File: src/rtl/pfb_pkg.sv
// Package with register map, field layouts and reset values for the PWM fault blanking block.
package pfb_pkg;
   localparam int unsigned PFB_AW = 4;
   localparam logic [3:0] PFB_OFS_FAULT_CLIMIT_CONTROL = 4'h0;
   localparam logic [3:0] PFB_OFS_EDGE_BLANKING_CONTROL = 4'h4;
   localparam logic [3:0] PFB_OFS_EDGE_BLANKING_DELAY = 4'h8;
   localparam logic [3:0] PFB_OFS_AUX_CHOP_BLANK_CONTROL = 4'hc;
   localparam logic [3:0] PFB_OFS_CONFIG = 4'h0;
   localparam logic [31:0] PFB_OFS_CONFIG_BYTE = 32'h0000_0010;
   localparam logic [31:0] PFB_OFS_UNLOCK_BYTE = 32'h0000_0014;
   localparam logic [31:0] PFB_OFS_STATUS_BYTE = 32'h0000_0018;
   localparam logic [15:0] PFB_UNLOCK_KEY1 = 16'h00aa;
   localparam logic [15:0] PFB_UNLOCK_KEY2 = 16'h0055;
   // Fault and current-limit control fields.
   localparam int unsigned PFB_FLT_MOD_LSB = 0;
   localparam int unsigned PFB_FLT_POL_BIT = 2;
   localparam int unsigned PFB_FLT_SRC_LSB = 3;
   localparam int unsigned PFB_CL_MOD_BIT = 8;
   localparam int unsigned PFB_CL_POL_BIT = 9;
   localparam int unsigned PFB_CL_SRC_LSB = 10;
   localparam logic [15:0] PFB_FCL_RESET = 16'h00f8;
   localparam logic [15:0] PFB_FCL_MASK = 16'h7fff;
   // Edge blanking control fields.
   localparam int unsigned PFB_BLK_LO_LOW_BIT = 0;
   localparam int unsigned PFB_BLK_LO_HIGH_BIT = 1;
   localparam int unsigned PFB_BLK_HI_LOW_BIT = 2;
   localparam int unsigned PFB_BLK_HI_HIGH_BIT = 3;
   localparam int unsigned PFB_BLK_SIG_LOW_BIT = 4;
   localparam int unsigned PFB_BLK_SIG_HIGH_BIT = 5;
   localparam int unsigned PFB_CLLEB_BIT = 10;
   localparam int unsigned PFB_FLTLEB_BIT = 11;
   localparam int unsigned PFB_LO_FALL_BIT = 12;
   localparam int unsigned PFB_LO_RISE_BIT = 13;
   localparam int unsigned PFB_HI_FALL_BIT = 14;
   localparam int unsigned PFB_HI_RISE_BIT = 15;
   localparam logic [15:0] PFB_LEBCON_MASK = 16'hfc3f;
   localparam logic [15:0] PFB_LEBDLY_MASK = 16'h0fff;
   // Auxiliary fields.
   localparam int unsigned PFB_CHOPL_BIT = 0;
   localparam int unsigned PFB_CHOPH_BIT = 1;
   localparam int unsigned PFB_CHOP_SRC_LSB = 2;
   localparam int unsigned PFB_BLANK_SRC_LSB = 8;
   localparam logic [15:0] PFB_AUX_MASK = 16'h0f3f;
   // Output level fields: bit 1 high side, bit 0 low side.
   localparam int unsigned PFB_LVL_HI = 1;
   localparam int unsigned PFB_LVL_LO = 0;
   localparam logic [15:0] PFB_ZERO16 = 16'h0000;
   // Fault mode codes.
   localparam logic [1:0] PFB_FMOD_LATCH = 2'h0;
   localparam logic [1:0] PFB_FMOD_CYCLE = 2'h1;
   localparam logic [1:0] PFB_FMOD_OFF = 2'h3;
   // Source codes.
   localparam logic [4:0] PFB_SRC_CMP_BASE = 5'h08;
   localparam logic [4:0] PFB_SRC_CMP_LAST = 5'h0c;
   localparam logic [4:0] PFB_SRC_FAULT32 = 5'h1f;
   localparam logic [3:0] PFB_SEL_NONE = 4'h0;
   localparam logic [3:0] PFB_SEL_GEN_LAST = 4'h3;
   typedef enum logic [1:0] {PFB_UL_IDLE, PFB_UL_KEY1, PFB_UL_OPEN} pfb_unlock_e;
endpackage : pfb_pkg

File: src/rtl/pfb_core.sv
// PWM fault, current-limit blanking and output chopping logic with an APB register slave.
// Notes on behaviour
// Five-bit code picks fault pin one to eight, comparator one to five, or fault 32.
// Fault polarity bit set means the selected fault source is active low.
// Fault mode 11 ignores the fault input; 10 is reserved.
// Fault mode 01 forces fault levels only while the fault is present.
// Fault mode 00 forces fault levels and latches the condition.
// With write lock set, fault and current-limit control writes need the unlock sequence first; the other registers are not locked.
// Software changes polarity bits only while the PWM module is disabled; the core takes such writes whatever pwm_module_enable is.
// Each enabled edge of high or low output starts the blanking counter.
// Fault edge blank enable applies leading-edge blanking to the fault input.
// Current-limit edge blank enable applies leading-edge blanking to current limit.
// Blanking duration is a twelve-bit delay; upper four bits read zero.
// Inputs are blocked by high or low output levels under own enables.
// Inputs are blocked while selected blanking signal is high or low, if enabled.
// Four-bit field selects state blank signal: none or generator one to three high.
// Four-bit field selects chop source: internal chop clock or generator high outputs.
// Chop enables gate the high and low outputs with the chop signal.
// Blanking control bits nine to six read zero and ignore writes.
// Active fault drives each output to its fault level bit.
// Active current limit with mode enabled drives outputs to current-limit levels.
// Blanking counter reloads on enabled edges and counts down to zero per clock.
// Blanking masks inputs after polarity correction, so masked reads as inactive.
//
// Local design decisions: the placing of the registers and the APB slave port.
`timescale 1ns/1ps
`default_nettype none
module pfb_core
   import pfb_pkg::*;
#(
   parameter int unsigned N_FAULT = 8,
   parameter int unsigned N_CMP = 5
) (
   input wire logic pclk,
   input wire logic presetn,
   input wire logic psel,
   input wire logic penable,
   input wire logic pwrite,
   input wire logic [31:0] paddr,
   input wire logic [31:0] pwdata,
   input wire logic [3:0] pstrb,
   output logic [31:0] prdata,
   output logic pready,
   output logic pslverr,
   input wire logic [N_FAULT-1:0] fault_pins,
   input wire logic fault32_pin,
   input wire logic [N_CMP-1:0] cmp_outs,
   input wire logic [4:0] climit_source_sel_in,
   input wire logic climit_raw_in,
   input wire logic [1:0] fault_output_levels,
   input wire logic [1:0] climit_output_levels,
   input wire logic pwm_module_enable,
   input wire logic write_lock_config,
   input wire logic gen_high_in,
   input wire logic gen_low_in,
   input wire logic generator1_high_output,
   input wire logic generator2_high_output,
   input wire logic generator3_high_output,
   input wire logic chop_clock,
   output logic high_side_output,
   output logic low_side_output,
   output logic fault_active,
   output logic climit_active
);
   ////////////////////////////////////////////////////////////////////////////////
   // Input synchronisers: external pins and comparators cross in through two flops.
   localparam int unsigned NS = N_FAULT + N_CMP + 6;
   logic [NS-1:0] sync1_q;
   logic [NS-1:0] sync2_q;
   logic [NS-1:0] raw_in;
   assign raw_in = {climit_raw_in, fault32_pin, cmp_outs, fault_pins, generator1_high_output,
                    generator2_high_output, generator3_high_output, chop_clock};
   always_ff @(posedge pclk or negedge presetn) begin
      if (!presetn) begin
         sync1_q <= '0;
         sync2_q <= '0;
      end else begin
         sync1_q <= raw_in;
         sync2_q <= sync1_q;
      end
   end
   logic chop_s, g3_s, g2_s, g1_s, f32_s, clraw_s;
   logic [N_FAULT-1:0] flt_s;
   logic [N_CMP-1:0] cmp_s;
   assign chop_s = sync2_q[0];
   assign g3_s = sync2_q[1];
   assign g2_s = sync2_q[2];
   assign g1_s = sync2_q[3];
   assign flt_s = sync2_q[4 +: N_FAULT];
   assign cmp_s = sync2_q[4 + N_FAULT +: N_CMP];
   assign f32_s = sync2_q[NS-2];
   assign clraw_s = sync2_q[NS-1];

   ////////////////////////////////////////////////////////////////////////////////
   // Registers.
   logic [15:0] fcl_q, lebcon_q, lebdly_q, aux_q;
   pfb_unlock_e unlock_q;
   logic [3:0] word_idx;
   logic acc, wr, rd_unmapped;
   assign acc = psel && penable;
   assign wr = acc && pwrite;
   assign word_idx = paddr[PFB_AW-1:0];
   logic hit_fcl, hit_leb, hit_dly, hit_aux, hit_unl, hit_sts, upper_zero;
   assign upper_zero = (paddr[31:5] == 27'h0000000);
   assign hit_fcl = upper_zero && !paddr[4] && word_idx == PFB_OFS_FAULT_CLIMIT_CONTROL;
   assign hit_leb = upper_zero && !paddr[4] && word_idx == PFB_OFS_EDGE_BLANKING_CONTROL;
   assign hit_dly = upper_zero && !paddr[4] && word_idx == PFB_OFS_EDGE_BLANKING_DELAY;
   assign hit_aux = upper_zero && !paddr[4] && word_idx == PFB_OFS_AUX_CHOP_BLANK_CONTROL;
   assign hit_unl = paddr == PFB_OFS_UNLOCK_BYTE;
   assign hit_sts = paddr == PFB_OFS_STATUS_BYTE;
   assign rd_unmapped = !(hit_fcl || hit_leb || hit_dly || hit_aux || hit_unl || hit_sts);

   function automatic logic [15:0] merge16(input logic [15:0] old, input logic [31:0] wd,
                                           input logic [3:0] be, input logic [15:0] mask);
      logic [15:0] v;
      v = old;
      if (be[0]) v[7:0] = wd[7:0];
      if (be[1]) v[15:8] = wd[15:8];
      return v & mask;
   endfunction : merge16

   logic fcl_open, fcl_reject;
   assign fcl_open = !write_lock_config || (unlock_q == PFB_UL_OPEN);
   assign fcl_reject = wr && hit_fcl && !fcl_open;

   always_ff @(posedge pclk or negedge presetn) begin
      if (!presetn) begin
         unlock_q <= PFB_UL_IDLE;
      end else if (wr && hit_unl) begin
         if (pwdata[15:0] == PFB_UNLOCK_KEY1) unlock_q <= PFB_UL_KEY1;
         else if (pwdata[15:0] == PFB_UNLOCK_KEY2 && unlock_q == PFB_UL_KEY1)
            unlock_q <= PFB_UL_OPEN;
         else unlock_q <= PFB_UL_IDLE;
      end else if (wr && hit_fcl) begin
         unlock_q <= PFB_UL_IDLE;
      end
   end

   always_ff @(posedge pclk or negedge presetn) begin
      if (!presetn) begin
         fcl_q <= PFB_FCL_RESET;
      end else if (wr && hit_fcl && fcl_open) begin
         fcl_q <= merge16(fcl_q, pwdata, pstrb, PFB_FCL_MASK);
      end
   end

   always_ff @(posedge pclk or negedge presetn) begin
      if (!presetn) begin
         lebcon_q <= PFB_ZERO16;
         lebdly_q <= PFB_ZERO16;
         aux_q <= PFB_ZERO16;
      end else if (wr) begin
         if (hit_leb) lebcon_q <= merge16(lebcon_q, pwdata, pstrb, PFB_LEBCON_MASK);
         if (hit_dly) lebdly_q <= merge16(lebdly_q, pwdata, pstrb, PFB_LEBDLY_MASK);
         if (hit_aux) aux_q <= merge16(aux_q, pwdata, pstrb, PFB_AUX_MASK);
      end
   end

   ////////////////////////////////////////////////////////////////////////////////
   // Source selection and polarity.
   function automatic logic pick_src(input logic [4:0] code, input logic [N_FAULT-1:0] f,
                                     input logic [N_CMP-1:0] c, input logic f32);
      logic r;
      r = 1'b0;
      if (code == PFB_SRC_FAULT32) r = f32;
      else if (code >= PFB_SRC_CMP_BASE && code <= PFB_SRC_CMP_LAST)
         r = c[3'(code - PFB_SRC_CMP_BASE)];
      else if (code < PFB_SRC_CMP_BASE) r = f[3'(code)];
      return r;
   endfunction : pick_src

   function automatic logic pick_gen(input logic [3:0] code, input logic dflt,
                                     input logic a, input logic b, input logic c);
      logic r;
      case (code)
         PFB_SEL_NONE: r = dflt;
         4'h1: r = a;
         4'h2: r = b;
         PFB_SEL_GEN_LAST: r = c;
         default: r = 1'b0;
      endcase
      return r;
   endfunction : pick_gen

   logic [4:0] fault_source_select;
   logic [1:0] fault_mode;
   logic fault_polarity, climit_enable, climit_polarity;
   assign fault_source_select = fcl_q[PFB_FLT_SRC_LSB +: 5];
   assign fault_mode = fcl_q[PFB_FLT_MOD_LSB +: 2];
   assign fault_polarity = fcl_q[PFB_FLT_POL_BIT];
   assign climit_enable = fcl_q[PFB_CL_MOD_BIT];
   assign climit_polarity = fcl_q[PFB_CL_POL_BIT];

   logic fault_sel, fault_corr, cl_corr;
   assign fault_sel = pick_src(fault_source_select, flt_s, cmp_s, f32_s);
   assign fault_corr = fault_sel ^ fault_polarity;
   // The current-limit source is chosen outside this block and arrives already selected.
   assign cl_corr = clraw_s ^ climit_polarity;

   ////////////////////////////////////////////////////////////////////////////////
   // Leading-edge and state blanking.
   logic hi_prev_q, lo_prev_q;
   logic [11:0] edge_cnt_q;
   logic edge_hit;
   always_ff @(posedge pclk or negedge presetn) begin
      if (!presetn) begin
         hi_prev_q <= 1'b0;
         lo_prev_q <= 1'b0;
      end else begin
         hi_prev_q <= gen_high_in;
         lo_prev_q <= gen_low_in;
      end
   end
   assign edge_hit = (lebcon_q[PFB_HI_RISE_BIT] && gen_high_in && !hi_prev_q) ||
                     (lebcon_q[PFB_HI_FALL_BIT] && !gen_high_in && hi_prev_q) ||
                     (lebcon_q[PFB_LO_RISE_BIT] && gen_low_in && !lo_prev_q) ||
                     (lebcon_q[PFB_LO_FALL_BIT] && !gen_low_in && lo_prev_q);

   always_ff @(posedge pclk or negedge presetn) begin
      if (!presetn) begin
         edge_cnt_q <= 12'h000;
      end else if (edge_hit) begin
         edge_cnt_q <= lebdly_q[11:0];
      end else if (edge_cnt_q != 12'h000) begin
         edge_cnt_q <= edge_cnt_q - 12'h001;
      end
   end

   logic edge_blank_active, blank_sig, state_blank;
   assign edge_blank_active = edge_hit || (edge_cnt_q != 12'h000);
   assign blank_sig = pick_gen(aux_q[PFB_BLANK_SRC_LSB +: 4], 1'b0, g1_s, g2_s, g3_s);
   assign state_blank =
      (lebcon_q[PFB_BLK_HI_HIGH_BIT] && gen_high_in) ||
      (lebcon_q[PFB_BLK_HI_LOW_BIT] && !gen_high_in) ||
      (lebcon_q[PFB_BLK_LO_HIGH_BIT] && gen_low_in) ||
      (lebcon_q[PFB_BLK_LO_LOW_BIT] && !gen_low_in) ||
      ((aux_q[PFB_BLANK_SRC_LSB +: 4] != PFB_SEL_NONE) &&
       ((lebcon_q[PFB_BLK_SIG_HIGH_BIT] && blank_sig) ||
        (lebcon_q[PFB_BLK_SIG_LOW_BIT] && !blank_sig)));

   logic fault_masked, cl_masked;
   assign fault_masked = fault_corr && !state_blank &&
                         !(lebcon_q[PFB_FLTLEB_BIT] && edge_blank_active);
   assign cl_masked = cl_corr && !state_blank &&
                      !(lebcon_q[PFB_CLLEB_BIT] && edge_blank_active);

   ////////////////////////////////////////////////////////////////////////////////
   // Fault latch and output override.
   logic flt_latch_q;
   always_ff @(posedge pclk or negedge presetn) begin
      if (!presetn) begin
         flt_latch_q <= 1'b0;
      end else if (fault_mode != PFB_FMOD_LATCH) begin
         flt_latch_q <= 1'b0;
      end else if (fault_masked || !pwm_module_enable) begin
         // The latch holds until the module is disabled or the mode is changed.
         flt_latch_q <= fault_masked;
      end
   end

   logic flt_now;
   always_comb begin
      case (fault_mode)
         PFB_FMOD_LATCH: flt_now = fault_masked || flt_latch_q;
         PFB_FMOD_CYCLE: flt_now = fault_masked;
         PFB_FMOD_OFF: flt_now = 1'b0;
         default: flt_now = 1'b0;
      endcase
   end

   logic chop_sig, hi_d, lo_d, cl_now;
   assign chop_sig = pick_gen(aux_q[PFB_CHOP_SRC_LSB +: 4], chop_s, g1_s, g2_s, g3_s);
   assign cl_now = climit_enable && cl_masked;
   always_comb begin
      hi_d = gen_high_in && (!aux_q[PFB_CHOPH_BIT] || chop_sig);
      lo_d = gen_low_in && (!aux_q[PFB_CHOPL_BIT] || chop_sig);
      if (flt_now) begin
         hi_d = fault_output_levels[PFB_LVL_HI];
         lo_d = fault_output_levels[PFB_LVL_LO];
      end else if (cl_now) begin
         hi_d = climit_output_levels[PFB_LVL_HI];
         lo_d = climit_output_levels[PFB_LVL_LO];
      end
   end

   always_ff @(posedge pclk or negedge presetn) begin
      if (!presetn) begin
         high_side_output <= 1'b0;
         low_side_output <= 1'b0;
         fault_active <= 1'b0;
         climit_active <= 1'b0;
      end else begin
         high_side_output <= hi_d;
         low_side_output <= lo_d;
         fault_active <= flt_now;
         climit_active <= cl_now;
      end
   end

   ////////////////////////////////////////////////////////////////////////////////
   // APB answer: zero wait states, registered read data.
   logic [15:0] rd_val;
   always_comb begin
      rd_val = PFB_ZERO16;
      if (hit_fcl) rd_val = fcl_q;
      else if (hit_leb) rd_val = lebcon_q;
      else if (hit_dly) rd_val = lebdly_q;
      else if (hit_aux) rd_val = aux_q;
      else if (hit_sts) rd_val = {12'h000, unlock_q == PFB_UL_OPEN, edge_blank_active,
                                  cl_now, flt_now};
   end

   always_ff @(posedge pclk or negedge presetn) begin
      if (!presetn) begin
         prdata <= 32'h0000_0000;
         pready <= 1'b0;
         pslverr <= 1'b0;
      end else begin
         pready <= psel && !penable;
         pslverr <= psel && !penable && (rd_unmapped || (pwrite && hit_fcl && !fcl_open));
         prdata <= {16'h0000, (psel && !penable && !pwrite) ? rd_val : PFB_ZERO16};
      end
   end
   logic unused_ok;
   assign unused_ok = &{1'b0, climit_source_sel_in, fcl_reject, PFB_OFS_CONFIG,
                        PFB_OFS_CONFIG_BYTE[0]};
endmodule : pfb_core
`default_nettype wire

File: config.mk
export PLATFORM = sky130hd
export DESIGN_NAME = pfb_core
export DESIGN_NICKNAME = d
export VERILOG_FILES = /design/src/rtl/pfb_pkg.sv /design/src/rtl/pfb_core.sv
export SDC_FILE = /design/constraint.sdc
export NUM_CORES = 1
export LEC_CHECK = 0
export BUFFER_PORTS_ARGS = -buffer_cell sky130_fd_sc_hd__buf_4
export CAP_MARGIN = 30
export CORE_UTILIZATION = 45
export CTS_CLUSTER_DIAMETER = 40
export DETAILED_ROUTE_END_ITERATION = 8
export PLACE_DENSITY_LB_ADDON = 0.12
export SYNTH_ARGS = -nofsm -noshare
export SYNTH_HDL_FRONTEND = slang
export SYNTH_SLANG_ARGS = --single-unit
File: constraint.sdc
create_clock -name pclk -period 2.75 [get_ports pclk]
set_input_delay 0.275 -clock pclk [delete_from_list [all_inputs] [get_ports pclk]]
set_output_delay 0.275 -clock pclk [all_outputs]
set_load 0.02 [all_outputs]
==> results_dict.tcl <==
set metrics [dict create \
    wire_per_inst_um 17.0 \
    critPathArrivalTime_ns 2.84 \
    crit_required_ns 3.05 \
    instances_no_fill 770 \
    synth.distinct_cells 66 \
    combPwrFrac_pct 6.3 \
    hpwl_um 9510 \
    drt-total-wl_um 13100 \
    skew_ns 0.00511 \
    core_um2 12100 \
    ys.warnings.count 0 \
    syn_area_per_cell_um2 12.4 \
    p_clk_share_pct 50.0 \
    firstDrtPassIters 4 \
    root_buffer "clkbuf_16" \
    synthArstFlopShare_pct 100 \
    finalHoldViolCount 0 \
    clkTransAtPathRegs_ns 0.06 \
    fillers 995 \
    die_h_um 114 \
    max_freq_mhz 394 \
    layout_commonest_cell "dfrtp_1" \
    end_kind "register" \
    setup-tns-final_ns 0 \
    synthFlopType "dfrtp_1" \
    clk_latency_ns 0.42 \
    drv_slew 0 \
    nets 696 \
    cts_tree "built" \
    placementRows 40 \
    rrSetupSlack_ns 0.21 \
    numClockSinks 126 \
    path_class "register to register" \
    p_per_area_nw_per_um2 591 \
    dp_cells 717 \
    areaGrowthSynthToFinish_pct 30.1 \
    first_global_vias 4070 \
    drc 0 \
    layout_common_cells "dfrtp_1 (121), buf_4 (109), mux2_2 (52), nand2_1 (34), o21ai_0 (22)" \
    grt_overflow 0 \
    ys_seq_elements 126 \
    period_minus_slack_ns 2.54 \
    io_pins 143 \
    dieArea_um2 13000 \
    worstPathMaxFanout 9 \
    rsz0062_at_grt "false" \
    power_switching_uw 971 \
    swShare_pct 22.3 \
    cts_inserted_buffers 17 \
    synth-seq-area-share_pct 55.9 \
    drtIter0Drc 224 \
    die_w_um 114 \
    portBuffers 103 \
    grt_pass1_wl_um 20900 \
    finalPower_uw 4350 \
    ant_nets 0 \
    netlist_instances 456 \
    grt_max_degree 64 \
    p_leak_uw 0.00347 \
    via_count 4023 \
    p_int_uw 3380 \
    worst_slew_pin_slew_ns 0.812 \
    worst_ir_drop_vdd_mv 0.626 \
    track_usage_pct 21.6 \
    hp-class "input port to register" \
    synth-edff-count 0 \
    layout-drive-gt1-share_pct 36.5 \
    htree_levels 4 \
    syn_area_um2 5650 \
    status "finished, final reports clean" \
    critPathLaunchType "register" \
    maxCapViolCount 0 \
    place_congestion 0.869 \
    antenna_found_initial 0 \
    finalSetupViolCount 0 \
    reg2reg_depth 5 \
    relSlewSlack_pct 45.3 \
    start_util_pct 46.7 \
    min_path_cells 1 \
    timing.final.crit_share_pct 92.2 \
    cts_buffer_depth 2 \
    vias_per_cell 5.22 \
    num_antenna_cells 0 \
    seq_power_share_pct 43.7 \
]
==> critical path: stages (launching register included) <==
cell and delay (ns):
dfstp_2 0.65, mux4_1 0.58, a32o_1 0.26, nand4bb_1 0.28
a31oi_4 0.31, mux2_4 0.33
==> metrics by stage <==
step	setup WS (ns)	cell area, um^2	hold slack [ns]	util (%)
after floorplan	0.446	5710	-0.0206	-
after global placement	0.212	6570	0.332	54.2
after detailed placement	0.171	6570	0.335	54.2
after CTS	0.152	7350	0.00852	60.7
after global routing	0.0335	7350	0.00842	60.7
final	0.214	7350	0.0275	60.7
==> repair_timing <==
item | 4_1_cts | 5_1_grt
endpoints found under the hold margin | 74 | 0
buffers inserted | 0 | 1
resized for setup | 0 | 0
endpoints found under the setup margin | 0 | 2
hold buffers | 20 | 0
==> path summary, 6_finish.rpt <==
check	from	endpoint
worst max-delay path	fcl_q[3]	low_side_output
worst min-delay path	gen_low_in	lo_prev_q
worst max register to register	fcl_q[3]	low_side_output
worst min register to register	sync1_q[5]	sync2_q[5]
max in group asynchronous	presetn	prdata[1]
min in group asynchronous	presetn	edge_cnt_q[10]
==> layout make-up <==
cell class	instances	area (um^2)	share of cell area [%]
tap	168	210	2.86
inverter	15	56.3	0.766
sequential	126	3160	43.0
multi-input combinational	299	2310	31.4
clock inverter	14	141	1.92
clock buffer	18	439	5.97
timing repair buffer	130	1040	14.1
==> per-layer routing <==
metal  routed length [um]  share of wire, %  track usage [%]  vias up
met5                    0                 0                0        -
met4                  195               1.5             8.48        0
met3                  730               5.6             5.93       19
met2                 6550                50             35.5      106
met1                 5600                43             27.3     2014
li1                     -                 -                -     1884
==> synthesized netlist by cell type (all sizes together), types with 3 or more instances <==
| cell | count | share of area [%] |
|---|---|---|
| xnor2 | 8 | 1.2 |
| a21boi | 3 | 0.40 |
| mux4 | 4 | 1.7 |
| clkbuf | 9 | 0.60 |
| and3 | 6 | 0.75 |
| a31oi | 4 | 0.71 |
| inv | 15 | 1.0 |
| a21oi | 5 | 0.44 |
| nand4b | 4 | 0.95 |
| and2 | 4 | 0.44 |
| nor2b | 4 | 0.44 |
| nand2 | 34 | 2.3 |
| o21ai | 22 | 1.9 |
| nor4 | 14 | 1.8 |
| mux2i | 16 | 2.8 |
| nand3b | 6 | 0.80 |
| dfrtp | 121 | 54 |
| o31ai | 3 | 0.64 |
| nand4 | 4 | 0.44 |
| nand3 | 5 | 0.44 |
| nor4b | 3 | 0.69 |
| mux2 | 56 | 11 |
| buf | 22 | 2.7 |
| dfstp | 5 | 2.3 |
| nand2b | 4 | 0.44 |
| xor2 | 3 | 0.46 |
| nor3 | 9 | 1.0 |
| nor2 | 21 | 1.4 |
| nor3b | 6 | 0.80 |
==> sequential cells by signal, indices dropped and copies added, names as in the netlist, 2 cells and up <==
| register | flops |
|---|---|
| prdata | 16 |
| aux_q | 10 |
| lebdly_q | 12 |
| sync2_q | 19 |
| fcl_q | 15 |
| unlock_q | 2 |
| edge_cnt_q | 12 |
| lebcon_q | 12 |
| sync1_q | 19 |
==> power groups by stage <==
stage / combinational [uW] / sequential, uW / clock [uW]
final: 274 / 1900 / 2170
after global routing: 297 / 1900 / 2300
after CTS: 276 / 1900 / 2220
after detailed placement: 253 / 1930 / 0
after global placement: 249 / 1930 / 0
after floorplan: 95.1 / 1940 / 0
==> cell families (layout without fill, tap and decap cells) <==
kind of cell               after synthesis  after routing  synth area share, %
buffers and inverters                   46            177                 4.29
other                                    1             16               0.0663
DFF                                    126            126                 55.9
AOI/OAI and AO/OA                       59             59                 7.46
and+or+nand+nor                        135            135                 14.3
xor gates and xnor gates                11             11                 1.70
muxes                                   76             76                 15.9
adders and majority gates                2              2                0.443
Power figures use the tool's default switching activity.
